$ cat src/logic/ubt_pkg.sv
// Shared constants for the universal bus transceiver block.
// Assumes a single 40 MHz clock domain and a synchronous active-low reset.
package ubt_pkg;
  localparam int DATA_W = 18;
  localparam int SNOOP_DEPTH = 8;
  localparam int DIR_COUNT = 2;
  localparam int DIR_A_TO_B = 0;
  localparam int DIR_B_TO_A = 1;
  localparam logic [DATA_W-1:0] STORE_RESET = 18'h00000;
  localparam logic OE_RESET = 1'b0;
  localparam logic PEND_RESET = 1'b0;
  localparam logic EDGE_PREV_RESET = 1'b0;
  localparam logic CLOCK_PREV_RESET = 1'b1;
endpackage

$ cat src/logic/ubt_fifo.sv
// Synchronous FIFO with valid and ready on both sides.
// Assumes the filling side honours inReady and the draining side may stall freely.
`timescale 1ns/1ps
module ubt_fifo #(
  parameter int WIDTH = 19,
  parameter int DEPTH = 8
) (
  // Clock and reset.
  input wire logic clk,
  input wire logic rst_b,
  // Filling side.
  input wire logic inValid,
  output logic inReady,
  input wire logic [WIDTH-1:0] inData,
  // Draining side.
  output logic outValid,
  input wire logic outReady,
  output logic [WIDTH-1:0] outData
);
  localparam int PW = $clog2(DEPTH);
  localparam logic [PW:0] DEPTH_CNT = PW'(0) + (PW+1)'(DEPTH);

  logic [WIDTH-1:0] mem [DEPTH];
  logic [PW-1:0] wrPtr_q, wrPtr_d, rdPtr_q, rdPtr_d;
  logic [PW:0] count_q, count_d;
  logic notFull_q, notFull_d, notEmpty_q, notEmpty_d;
  logic push, pop;
  logic [WIDTH-1:0] head_q, head_d;

  assign push = inValid && notFull_q;
  assign pop = outReady && notEmpty_q;
  assign inReady = notFull_q;
  assign outValid = notEmpty_q;
  assign outData = head_q;

  // Pointers wrap at DEPTH, so DEPTH need not be a power of two.
  always_comb begin
    wrPtr_d = wrPtr_q;
    rdPtr_d = rdPtr_q;
    count_d = count_q;
    if (push) begin
      wrPtr_d = (wrPtr_q == PW'(DEPTH - 1)) ? '0 : wrPtr_q + 1'b1;
    end
    if (pop) begin
      rdPtr_d = (rdPtr_q == PW'(DEPTH - 1)) ? '0 : rdPtr_q + 1'b1;
    end
    if (push && !pop) begin
      count_d = count_q + 1'b1;
    end else if (pop && !push) begin
      count_d = count_q - 1'b1;
    end
    notFull_d = (count_d != DEPTH_CNT);
    notEmpty_d = (count_d != '0);
    // The head word is registered; a word pushed into the head slot bypasses memory.
    if (push && (rdPtr_d == wrPtr_q)) begin
      head_d = inData;
    end else begin
      head_d = mem[rdPtr_d];
    end
  end

  always_ff @(posedge clk) begin
    if (!rst_b) begin
      wrPtr_q <= '0;
      rdPtr_q <= '0;
      count_q <= '0;
      notFull_q <= 1'b1;
      notEmpty_q <= 1'b0;
      head_q <= '0;
    end else begin
      wrPtr_q <= wrPtr_d;
      rdPtr_q <= rdPtr_d;
      count_q <= count_d;
      notFull_q <= notFull_d;
      notEmpty_q <= notEmpty_d;
      head_q <= head_d;
    end
  end

  // Storage needs no reset; only written words are ever read.
  always_ff @(posedge clk) begin
    if (push) begin
      mem[wrPtr_q] <= inData;
    end
  end
endmodule

$ cat src/logic/ubt_transceiver.sv
// Eighteen-bit bidirectional bus transceiver with per-direction latch, clock and enable.
// Assumes every control and data input is synchronous to clk; edges are seen by sampling.
//
// Function
// - A-to-B latch enable high passes side-one data transparently into storage.
// - Latch enable low and steady clock keep A-to-B storage unchanged.
// - Latch enable low: clock falling edge captures side-one data.
// - A-to-B output enable high drives side-two pins from A-to-B storage.
// - Enable low floats side-two pins; storage keeps latching, clocking or holding.
// - B-to-A path mirrors A-to-B, with an active-low output enable.
// - Latch enable falling edge freezes the value present just before it, unless the clock falls in the same cycle and captures new data.
// - Eighteen bits per direction, bit n maps to bit n.
// - All paths are non-inverting.
`timescale 1ns/1ps
module ubt_transceiver #(
  parameter int WIDTH = ubt_pkg::DATA_W,
  parameter int SNOOP_DEPTH = ubt_pkg::SNOOP_DEPTH
) (
  // Clock and reset.
  input wire logic clk,
  input wire logic rst_b,
  // Direction controls.
  input wire logic aToBOutEnable,
  input wire logic bToAOutEnableN,
  input wire logic aToBLatchEn,
  input wire logic bToALatchEn,
  input wire logic aToBClockN,
  input wire logic bToAClockN,
  // Side one data pins.
  input wire logic [WIDTH-1:0] sideOneDataIn,
  output logic [WIDTH-1:0] sideOneDataOut,
  output logic sideOneDataOe,
  // Side two data pins.
  input wire logic [WIDTH-1:0] sideTwoDataIn,
  output logic [WIDTH-1:0] sideTwoDataOut,
  output logic sideTwoDataOe,
  // Stream of stored words, at most one per latch freeze or clock capture.
  output logic snoopValid,
  input wire logic snoopReady,
  output logic [WIDTH:0] snoopData,
  output logic snoopSpace
);
  localparam int ND = ubt_pkg::DIR_COUNT;
  localparam int AB = ubt_pkg::DIR_A_TO_B;
  localparam int BA = ubt_pkg::DIR_B_TO_A;

  logic [WIDTH-1:0] dirIn [ND];
  logic [WIDTH-1:0] store_q [ND];
  logic [ND-1:0] latchEn, clockN, outEn, oe_q, pend_q, grant;
  logic fifoInReady;
  logic fifoInValid;
  logic [WIDTH:0] fifoInData;

  // Gather both directions into common form; the B-to-A enable is active low.
  assign dirIn[AB] = sideOneDataIn;
  assign dirIn[BA] = sideTwoDataIn;
  assign latchEn = {bToALatchEn, aToBLatchEn};
  assign clockN = {bToAClockN, aToBClockN};
  assign outEn = {!bToAOutEnableN, aToBOutEnable};

  genvar d;
  generate
    for (d = 0; d < ND; d++) begin : g_dir
      logic [WIDTH-1:0] store_d;
      logic latchPrev_q, clockPrev_q, oe_d, pend_d, event_d;
      logic latchPrev_d, clockPrev_d;

      always_comb begin
        store_d = store_q[d];
        event_d = 1'b0;
        if (latchEn[d]) begin
          store_d = dirIn[d];
        end else if (clockPrev_q && !clockN[d]) begin
          store_d = dirIn[d];
          event_d = 1'b1;
        end else if (latchPrev_q) begin
          event_d = 1'b1;
        end
        oe_d = outEn[d];
        // A new event wins over the grant that clears the pending flag.
        pend_d = event_d || (pend_q[d] && !grant[d]);
        latchPrev_d = latchEn[d];
        clockPrev_d = clockN[d];
      end

      always_ff @(posedge clk) begin
        if (!rst_b) begin
          store_q[d] <= ubt_pkg::STORE_RESET;
          oe_q[d] <= ubt_pkg::OE_RESET;
          pend_q[d] <= ubt_pkg::PEND_RESET;
          latchPrev_q <= ubt_pkg::EDGE_PREV_RESET;
          clockPrev_q <= ubt_pkg::CLOCK_PREV_RESET;
        end else begin
          store_q[d] <= store_d;
          oe_q[d] <= oe_d;
          pend_q[d] <= pend_d;
          latchPrev_q <= latchPrev_d;
          clockPrev_q <= clockPrev_d;
        end
      end
    end
  endgenerate

  // Drive each side from the opposite direction's storage, bit for bit.
  assign sideTwoDataOut = store_q[AB];
  assign sideTwoDataOe = oe_q[AB];
  assign sideOneDataOut = store_q[BA];
  assign sideOneDataOe = oe_q[BA];

  // A-to-B events take the FIFO first; a waiting event stays pending.
  always_comb begin
    grant = '0;
    if (fifoInReady) begin
      if (pend_q[AB]) begin
        grant[AB] = 1'b1;
      end else if (pend_q[BA]) begin
        grant[BA] = 1'b1;
      end
    end
    fifoInValid = |pend_q;
    fifoInData = pend_q[AB] ? {1'(AB), store_q[AB]} : {1'(BA), store_q[BA]};
  end

  assign snoopSpace = fifoInReady;

  ubt_fifo #(
    .WIDTH(WIDTH + 1),
    .DEPTH(SNOOP_DEPTH)
  ) u_snoop (
    .clk(clk),
    .rst_b(rst_b),
    .inValid(fifoInValid),
    .inReady(fifoInReady),
    .inData(fifoInData),
    .outValid(snoopValid),
    .outReady(snoopReady),
    .outData(snoopData)
  );
endmodule

$ cat config.mk
export PLATFORM = sky130hd
export DESIGN_NAME = ubt_transceiver
export DESIGN_NICKNAME = d
export VERILOG_FILES = /design/src/logic/ubt_pkg.sv /design/src/logic/ubt_fifo.sv /design/src/logic/ubt_transceiver.sv
export SDC_FILE = /design/constraint.sdc
export NUM_CORES = 1
export LEC_CHECK = 0
export ABC_AREA = 1
export BUFFER_PORTS_ARGS = -buffer_cell sky130_fd_sc_hd__buf_2
export CORE_ASPECT_RATIO = 1.75
export CORE_MARGIN = 2
export CORE_UTILIZATION = 40
export DETAILED_ROUTE_END_ITERATION = 7
export SLEW_MARGIN = 20
export SYNTH_ARGS = -nofsm -noshare
export SYNTH_HDL_FRONTEND = slang
export SYNTH_HIERARCHICAL = 1
export SYNTH_SLANG_ARGS = --single-unit
$ cat constraint.sdc
create_clock -name clk -period 2.9 [get_ports clk]
set_clock_uncertainty 0.2 [all_clocks]
set_input_delay 0.29 -clock clk [delete_from_list [all_inputs] [get_ports clk]]
set_output_delay 0.29 -clock clk [all_outputs]
set_load 0.02 [all_outputs]
==> results.toml, run 1 <==
[outcome]
status = "finished clean"

[setup_path]
crit_top_cell = "nand2_1"
cpMaxStageDelayCell = "dfxtp_1"
reg2reg_to = "u_snoop/outData[4]"
crit_required_ns = 3.14
worstPathMaxFanout = 19
startpoint = "u_snoop/rdPtr_q[0]"
reg2reg_slack_ns = 0.46
critPathCapture = "u_snoop/outData[4]"
crit_type = "flip-flop to flip-flop"
ff2ff_path_depth = 13
slowest_delay_ns = 0.36
startpoint_type = "flip-flop"
endpoint_kind = "flip-flop"
crit_chain = "ha_1, ha_1, inv_1, nand2_1, nand2_2, nand2_2, nand2_1, nand2_1, nor2_4, nand2_2, nand2_1, nor2_1, nor2_1"
cp.arrival_ns = 2.68
r2r-start = "u_snoop/rdPtr_q[0]"

[cts]
clkTransAtPathRegs_ns = 0.06
cts_resized = 0
clk_path_buf_depth = 3
tritoncts = "built"
clock_sinks = 227
cts_max_level = 1
cts_buffers = 21
clockRootBuffer = "clkbuf_16"
clock_latency_ns = 0.51

[place]
place.detailed.hpwl_um = 16670
gp_congestion = 0.7907
placed_cells_incl_taps = 1470
portBuffers = 103

[power_and_ir_drop]
clkPwrFrac_pct = 29.6
p_switching_mw = 3.006
p_int_mw = 6.109
p_leak_nw = 5.224
p_per_area_nw_per_um2 = 754.6
pwr-share-seq_pct = 42.3
comb_power_share_pct = 28.1
peakVddDrop_mv = 0.4578
power_switching_share_pct = 32.98

[drt]
final_antenna_net_count = 0
drtIter0Drc = 342
wl_um = 26250
dr.pass1.iters = 5
vias_per_cell = 4.988
wl_per_cell_um = 16.82
vias = 7781
drc = 0

[global_route]
grt_use_met1_pct = 21.97
grt_use_met2_pct = 39.01
grt_pass1_vias = 7778
grt_max_degree = 64
antenna_found_initial = 0
grt_busiest_layer = "met2"
met3_usage_pct = 2.846
grt_use_total_pct = 20.34
grt_pass1_wl_um = 41060
overflow = 0

[synthesis]
synth_warnings = 6
netlist_area_um2 = 10020
netlist_instances = 1080
synthArstFlopShare_pct = 0
synth-edff-count = 152
ys_types = 31
ys_seq_elements = 227
syn_area_per_cell_um2 = 9.274
ys.flop_type = "edfxtp_1"
yosysSeqAreaShare_pct = 60.56
synth_fp_nets = 1131

[worst_hold_path]
hold_path.class = "input pin to flip-flop"

[floorplanning]
rows = 76
chipHeight_um = 213.3
ioPinCount = 104
die_w_um = 123.6
initial_core_util_pct = 40.67
core-area_um2 = 24630
dieArea_um2 = 26370

[cells_and_area]
stdcell_count = 1560
antennaDiodeCount = 0
final_nets = 1284
layout_commonest_cell = "nand2_1"
layout-drive-gt1-share_pct = 16.19
syn_to_final_growth_pct = 20.61
layout_common_cells = "nand2_1, nand3_1, edfxtp_1"

[sta]
max_slew_margin_pct = 31.35
hold_violations = 0
fin_crit_sh_pct = 84.12
max_slew.worst_pin.slew_ns = 1.019
rsz0062_at_grt = "no"
slew_viol_final = 0
fin_tns_setup_ns = 0
setup_violations = 0
finalCriticalPeriod_ns = 2.439
hold_ws_ns = 0.2625
fmaxAchievable_mhz = 409.9

[job]
drv_cap = 0
==> worst max-delay path, delay by kind of cell, from the launching register on <==
kind | cells | cell delay (ns)
buf+inv | 1 | 0.07
simple gates | 10 | 1.33
flops | 1 | 0.36
fa+ha+maj | 2 | 0.41
==> worst min path at each step <==
stage | start | end | cells past startpoint
finish | snoopReady | u_snoop/rdPtr_q[1] | 5
CTS | snoopReady | u_snoop/rdPtr_q[1] | 5
floorplan | bToAOutEnableN | sideOneDataOe | 1
global placement | bToAOutEnableN | sideOneDataOe | 2
detailed placement | bToAOutEnableN | sideOneDataOe | 2
global route | bToAOutEnableN | sideOneDataOe | 3
==> logic make-up after synthesis <==
logic type / after synthesis / share of synthesized area (%)
XOR/XNOR: 2 / 0.1749
AO/OA/AOI/OAI: 42 / 2.398
AND/OR/NAND/NOR: 615 / 27.55
flip-flops: 227 / 60.56
adder cells (fa/ha/maj): 6 / 0.7495
buffers and inverters: 188 / 8.570
==> timing repair <==
item | CTS | global route
hold endpoints to repair | 50 | 0
hold buffers | 52 | 0
buffers inserted | 0 | 0
==> power groups by stage <==
stage / registers (mW) / clock network (mW) / logic (mW)
global route: 3.88 / 2.88 / 2.85
floorplan: 4.08 / 0 / 1.59
detailed placement: 3.93 / 0 / 2.51
global placement: 3.94 / 0 / 2.48
finish: 3.86 / 2.69 / 2.56
CTS: 3.87 / 2.76 / 2.58
==> metrics by stage <==
stage	area, µm²	setup slack, ns	utilization (%)	power [mW]
3_3_place_gp	10890	0.5852	44.23	6.420
3_5_place_dp	10890	0.5112	44.23	6.446
5_1_grt	12080	0.2402	49.05	9.608
2_1_floorplan	10020	0.5331	-	5.673
6_report	12080	0.4606	49.05	9.116
4_1_cts	12080	0.5033	49.03	9.200
==> Yosys cell counts (all sizes together), types with 6 or more instances <==
library cell | count | area share, %
a21oi | 15 | 0.97
buf | 51 | 3.4
clkbuf | 8 | 0.31
dfxtp | 75 | 15
edfxtp | 152 | 46
ha | 6 | 0.75
inv | 128 | 4.8
nand2 | 222 | 8.6
nand3 | 203 | 10
nand3b | 37 | 2.8
nor2 | 149 | 5.8
o21ai | 25 | 1.3
==> layout make-up <==
cell class	count	area, µm²
Timing Repair Buffer	189	1354
Tap cell	312	390.4
Fill cell	2227	12550
Inverter	129	486.7
Multi-Input combinational cell	665	3123
Sequential cell	227	6066
Clock inverter	7	66.31
Clock buffer	31	594.3
==> registers in the layout (all words and copies together), names as in the netlist <==
signal / cells
g_dir.latchPrev_q: 2
u_snoop/count_q: 4
store_q: 36
u_snoop/rdPtr_q: 3
u_snoop/outValid: 1
g_dir.clockPrev_q: 2
u_snoop/outData: 19
u_snoop/inReady: 1
u_snoop/mem: 152
pend_q: 2
u_snoop/wrPtr_q: 3
sideOneDataOe: 1
sideTwoDataOe: 1
==> routing by layer <==
layer | vias to the layer above | share of wire (%)
met5 | - | 0
met3 | 53 | 4.4
met2 | 227 | 54
li1 | 3828 | -
met4 | 0 | 3.0
met1 | 3673 | 38
Power figures use the tool's default switching activity.
==> inputs of run 2 (changes only) <==
clock period = 2 ns   (was 2.9 ns; I/O delays follow)
==> results.toml, run 2 (same netlist as run 1, synthesis figures left out) <==
[drt]
vias = 8178
dr.pass1.iters = 5
wl_per_cell_um = 17.19
drtIter0Drc = 521
final_antenna_net_count = 0
drc = 0
vias_per_cell = 5.011
wl_um = 28050

[sta]
hold_ws_ns = 0.1749
finalCriticalPeriod_ns = 2.011
hold_violations = 0
setup_violations = 2
fmaxAchievable_mhz = 497.3
rsz0062_at_grt = "yes"
max_slew_margin_pct = 44.00
max_slew.worst_pin.slew_ns = 0.8312
setup_ws_ns = -0.01067
fin_crit_sh_pct = 100.5
slew_viol_final = 0

[power_and_ir_drop]
p_leak_nw = 5.777
finalPower_mw = 14.29
p_per_area_nw_per_um2 = 1073
peakVddDrop_mv = 0.7722

[cells_and_area]
regMostFlops = "u_snoop/mem"
design_area_um2 = 13320
final_nets = 1356
antennaDiodeCount = 0
layout_common_cells = "nand3_1, nand2_1, edfxtp_1"
stdcell_count = 1632
layout-drive-gt1-share_pct = 21.74
syn_to_final_growth_pct = 32.94
largest_reg_flops = 152
layout_commonest_cell = "nand3_1"

[cts]
clock_latency_ns = 0.51
clkTransAtPathRegs_ns = 0.07
cts_buffers = 21
tritoncts = "built"
clockRootBuffer = "clkbuf_16"
cts_max_level = 1
clock_sinks = 227
clk_path_buf_depth = 3

[global_route]
antenna_found_initial = 0
overflow = 0
grt_max_degree = 64
grt_pass1_wl_um = 43310
grt_use_total_pct = 21.58
grt_pass1_vias = 8209

[floorplanning]
rows = 76
dieArea_um2 = 26370
chipHeight_um = 213.3
core-area_um2 = 24630
die_w_um = 123.6
ioPinCount = 104
initial_core_util_pct = 40.67

[setup_path]
reg2reg_to = "u_snoop/outData[11]"
crit_required_ns = 2.25
reg2reg_slack_ns = -0.01
startpoint_type = "flip-flop"
endpoint_kind = "flip-flop"
cp.arrival_ns = 2.26
crit_chain = "ha_4, ha_4, nor2_4, nand2_4, nand2_2, buf_12, nand2_1, nand3_1, nand3_1, nand2_4, nor2_2, nor2_1"
r2r-start = "u_snoop/rdPtr_q[0]"
crit_type = "flip-flop to flip-flop"
slowest_delay_ns = 0.33
ff2ff_path_depth = 12
cpLargestDelayFamily = "simple AND/OR/NAND/NOR gates"
cpMaxStageDelayCell = "dfxtp_2"
worstPathMaxFanout = 35
worst-path-buf-inv = 1

[worst_hold_path]
min_to = "u_snoop/count_q[3]"
hold_path.class = "input pin to flip-flop"
hp-start = "snoopReady"
hold_depth = 6

[place]
gp_congestion = 0.8193
placed_cells_incl_taps = 1490
portBuffers = 103
post_dp_cell_area_um2 = 11230
post-place-ws_ns = -0.1431
place.detailed.hpwl_um = 16690

[outcome]
status = "complete, but fails checks"
violations = "setup timing"

[job]
drv_cap = 0
## run 2: cell types whose count changed in the layout (fill, tap and decap cells not counted), moves of 7 or more
cell           previous run  this run
a21oi_1                  13         5
buf_4                    29        36
buf_12                    5        24
nand2_4                   2         9
nand2_1                 212       196
buf_6                     0         8
dlygate4sd3_1            52        84
nand2_2                   8        16
## run 2: per-stage QoR
stage          util, %  TNS (ns)
2_1_floorplan        -    -13.22
3_3_place_gp     45.61   -0.1976
3_5_place_dp     45.61   -0.9217
4_1_cts          53.25         0
5_1_grt          54.06   -0.7803
6_report         54.06  -0.01068
## run 2: layer usage
| metal | vias to the layer above | track usage [%] | wire [µm] |
|---|---|---|---|
| met2 | 232 | 40.70 | 14970 |
| met4 | 0 | 9.875 | 1237 |
| met5 | - | 0 | 0 |
| met1 | 3901 | 23.32 | 10540 |
| li1 | 3986 | - | - |
| met3 | 59 | 2.979 | 1299 |
## run 2: where the power goes
group	internal (mW)	leakage, nW	total, mW	switching (mW)
logic	1.94	3.43	4.80	2.86
registers	5.41	2.02	5.59	0.182
clock network	2.18	0.330	3.90	1.72
## run 2: final cells by class
cell class	count	area, µm²
fill	2085	11310
clock inverter	10	76.32
timing repair buffer	261	2365
multi-input combinational	665	3342
sequential	227	6068
clock buffer	28	581.8
tap	312	390.4
inverter	129	491.7
## run 2: what timing repair did
| action | CTS | global route |
|---|---|---|
| resized for setup | 40 | 43 |
| setup buffers | 12 | 3 |
| setup endpoints to repair | 19 | 41 |
| endpoints found under the hold margin | 54 | 0 |
| gates cloned | 5 | 1 |
| hold buffers | 84 | 0 |
| pin swaps | 9 | 19 |
## run 2: worst reg2reg max path: stages (launching register included)
cell and delay [ns]:
dfxtp_2 0.33, ha_4 0.16, ha_4 0.17, nor2_4 0.11, nand2_4 0.10, nand2_2 0.13
buf_12 0.21, nand2_1 0.08, nand3_1 0.07, nand3_1 0.16, nand2_4 0.10, nor2_2 0.03
nor2_1 0.09
## run 2: worst max-delay path by stage
stage	from	to	slack, ns	cells past startpoint
4_1_cts	u_snoop/rdPtr_q[0]	u_snoop/outData[0]	0.0008	15
6_report	u_snoop/rdPtr_q[0]	u_snoop/outData[11]	-0.01	12
3_5_place_dp	u_snoop/rdPtr_q[0]	u_snoop/outData[15]	-0.14	11
5_1_grt	u_snoop/rdPtr_q[0]	u_snoop/outData[16]	-0.07	13
3_3_place_gp	u_snoop/rdPtr_q[0]	u_snoop/outData[15]	-0.10	11
2_1_floorplan	pend_q[0]	u_snoop/mem[0][0]	-0.09	6
==> inputs of run 3 (changes only) <==
MAX_ROUTING_LAYER = met4   (was unset)
SYNTH_HIERARCHICAL = unset   (was 1)
==> results.toml, run 3 <==
[outcome]
status = "complete, but fails checks"
violations = "setup timing"

[cts]
cts_max_level = 1
clock_latency_ns = 0.51
tritoncts = "built"
clkTransAtPathRegs_ns = 0.06
cts_buffers = 21
clock_sinks = 227
clk_path_buf_depth = 3
clockRootBuffer = "clkbuf_16"

[sta]
hold_violations = 0
slew_viol_final = 0
max_slew.worst_pin.slew_ns = 0.8198
setup_ws_ns = -0.02554
fin_crit_sh_pct = 101.3
fmaxAchievable_mhz = 493.7
hold_ws_ns = 0.1499
rsz0062_at_grt = "yes"
setup_violations = 2
fin_tns_setup_ns = -0.02849
max_slew_margin_pct = 44.77
finalCriticalPeriod_ns = 2.026

[job]
drv_cap = 0

[setup_path]
ff2ff_path_depth = 12
reg2reg_slack_ns = -0.03
crit_required_ns = 2.20
startpoint_type = "flip-flop"
worst-path-buf-inv = 2
reg2reg_to = "u_snoop.outData[16]"
crit_type = "flip-flop to flip-flop"
r2r-start = "u_snoop.rdPtr_q[1]"
cp.arrival_ns = 2.23
cpMaxStageDelayCell = "dfxtp_2"
slowest_delay_ns = 0.33
crit_chain = "ha_4, ha_4, nor2_4, nand2_4, nand3_2, nand2_2, nor2_4, buf_4, buf_6, nand3_2, nand2_1, nor2_1"
cpLargestDelayFamily = "simple AND/OR/NAND/NOR gates"
worstPathMaxFanout = 8
endpoint_kind = "flip-flop"

[global_route]
grt_pass1_vias = 7733
grt_pass1_wl_um = 42360
grt_use_total_pct = 22.45
grt_max_degree = 68
overflow = 0
antenna_found_initial = 0

[synthesis]
synth_warnings = 0
synthArstFlopShare_pct = 0
ys_seq_elements = 227
synth-edff-count = 152
yosysSeqAreaShare_pct = 62.07
synth_top_cell_by_area = "edfxtp_1"
synth_top_area_share_pct = 46.70
synth_fp_nets = 1087
ys_types = 28
synth.most_common_cell = "nand3_1"
synth_common_cells = "nand3_1, nand2_1, edfxtp_1"
ys.flop_type = "edfxtp_1"
ys_top_cells_by_area = "edfxtp_1, dfxtp_1, nand3_1"
syn_area_per_cell_um2 = 9.434
netlist_instances = 1036
netlist_area_um2 = 9773

[floorplanning]
dieArea_um2 = 25750
chipHeight_um = 210.8
die_w_um = 122.2
rows = 75
ioPinCount = 104
core-area_um2 = 24020
initial_core_util_pct = 40.68

[cells_and_area]
regMostFlops = "u_snoop.mem"
layout_common_cells = "nand3_1, edfxtp_1, nand2_1"
final_nets = 1271
largest_reg_flops = 152
fin_util_pct = 52.36
antennaDiodeCount = 0
fill_cells = 2211
layout-drive-gt1-share_pct = 22.59
layout_commonest_cell = "nand3_1"
stdcell_count = 1543
syn_to_final_growth_pct = 28.72

[place]
place.detailed.hpwl_um = 17120
post-place-ws_ns = -0.1560
portBuffers = 103
placed_cells_incl_taps = 1442
gp_congestion = 0.8171

[drt]
vias_per_cell = 5.193
wl_per_cell_um = 18.58
wl_um = 28670
final_antenna_net_count = 0
drc = 0
vias = 8013
drtIter0Drc = 611
dr.pass1.iters = 5

[worst_hold_path]
hp-start = "snoopReady"
hold_depth = 7
min_to = "u_snoop.outData[15]"
hold_path.class = "input pin to flip-flop"

[power_and_ir_drop]
peakVddDrop_mv = 0.6584
p_leak_nw = 5.490
p_per_area_nw_per_um2 = 1132
[run 3: power by group]
group | internal (mW) | leakage (nW) | switching [mW]
Combinational | 1.68 | 3.15 | 2.93
Clock | 2.25 | 0.331 | 1.73
Sequential | 5.43 | 2.01 | 0.211
Total | 9.37 | 5.49 | 4.88
[run 3: worst max-delay path by stage]
stage / start / slack (ns) / cells past startpoint / to
after floorplan: pend_q[0] / -0.25 / 7 / u_snoop.mem[0][0]
final: u_snoop.rdPtr_q[1] / -0.03 / 12 / u_snoop.outData[16]
after global routing: u_snoop.rdPtr_q[1] / -0.1 / 12 / u_snoop.outData[16]
after detailed placement: u_snoop.rdPtr_q[0] / -0.16 / 12 / u_snoop.outData[8]
after global placement: u_snoop.rdPtr_q[0] / -0.11 / 11 / u_snoop.outData[17]
after CTS: u_snoop.rdPtr_q[1] / -0.01 / 11 / u_snoop.outData[16]
[run 3: worst register-to-register path, stage by stage (launching register included)]
cell and delay [ns]:
dfxtp_2 0.33, ha_4 0.16, ha_4 0.17, nor2_4 0.10, nand2_4 0.13, nand3_2 0.10, nand2_2 0.06, nor2_4 0.17
buf_4 0.14, buf_6 0.12, nand3_2 0.07, nand2_1 0.10, nor2_1 0.04
[run 3: through the flow]
step | instance area, µm² | total power, mW
4_1_cts | 12320 | 13.93
6_report | 12580 | 14.24
2_1_floorplan | 9776 | 8.271
3_5_place_dp | 10960 | 9.667
3_3_place_gp | 10960 | 9.630
5_1_grt | 12580 | 14.92
[run 3: metal layers]
metal  vias up  part of all wire [%]  global-route usage (%)  wire length, µm
met1      3865                    36                   24.30            10250
li1       3787                     -                       -                -
met5         -                     0                       -                0
met2       272                    53                   39.82            15320
met3        89                   5.3                   2.538             1529
met4         0                   5.5                   11.85             1569
[run 3: layout make-up]
cell class / count / area, µm² / share of cell area, %
repair buffers: 217 / 1808 / 14.37
flip-flops and latches: 227 / 6071 / 48.26
well taps: 308 / 385.4 / 3.063
clock inverters: 12 / 128.9 / 1.024
inverters: 126 / 484.2 / 3.849
clock buffers: 26 / 554.3 / 4.406
multi-input cells: 627 / 3148 / 25.02
[run 3: what timing repair did]
action / CTS / global route
hold buffers: 49 / 0
endpoints found under the hold margin: 52 / 0
gates resized for setup: 33 / 37
cloned: 3 / 3
setup endpoints to repair: 44 / 106
buffers inserted: 3 / 5
pin swaps: 10 / 10
[run 3: cells by family (layout without fill, tap and decap cells)]
family                     after synthesis  count (layout)  share of synthesized area (%)
AOI/OAI and AO/OA                       81              81                          4.238
DFF                                    227             227                          62.07
buffers and inverters                  183             381                          8.104
adders and majority gates                6               6                         0.7681
and+or+nand+nor                        539             540                          24.82
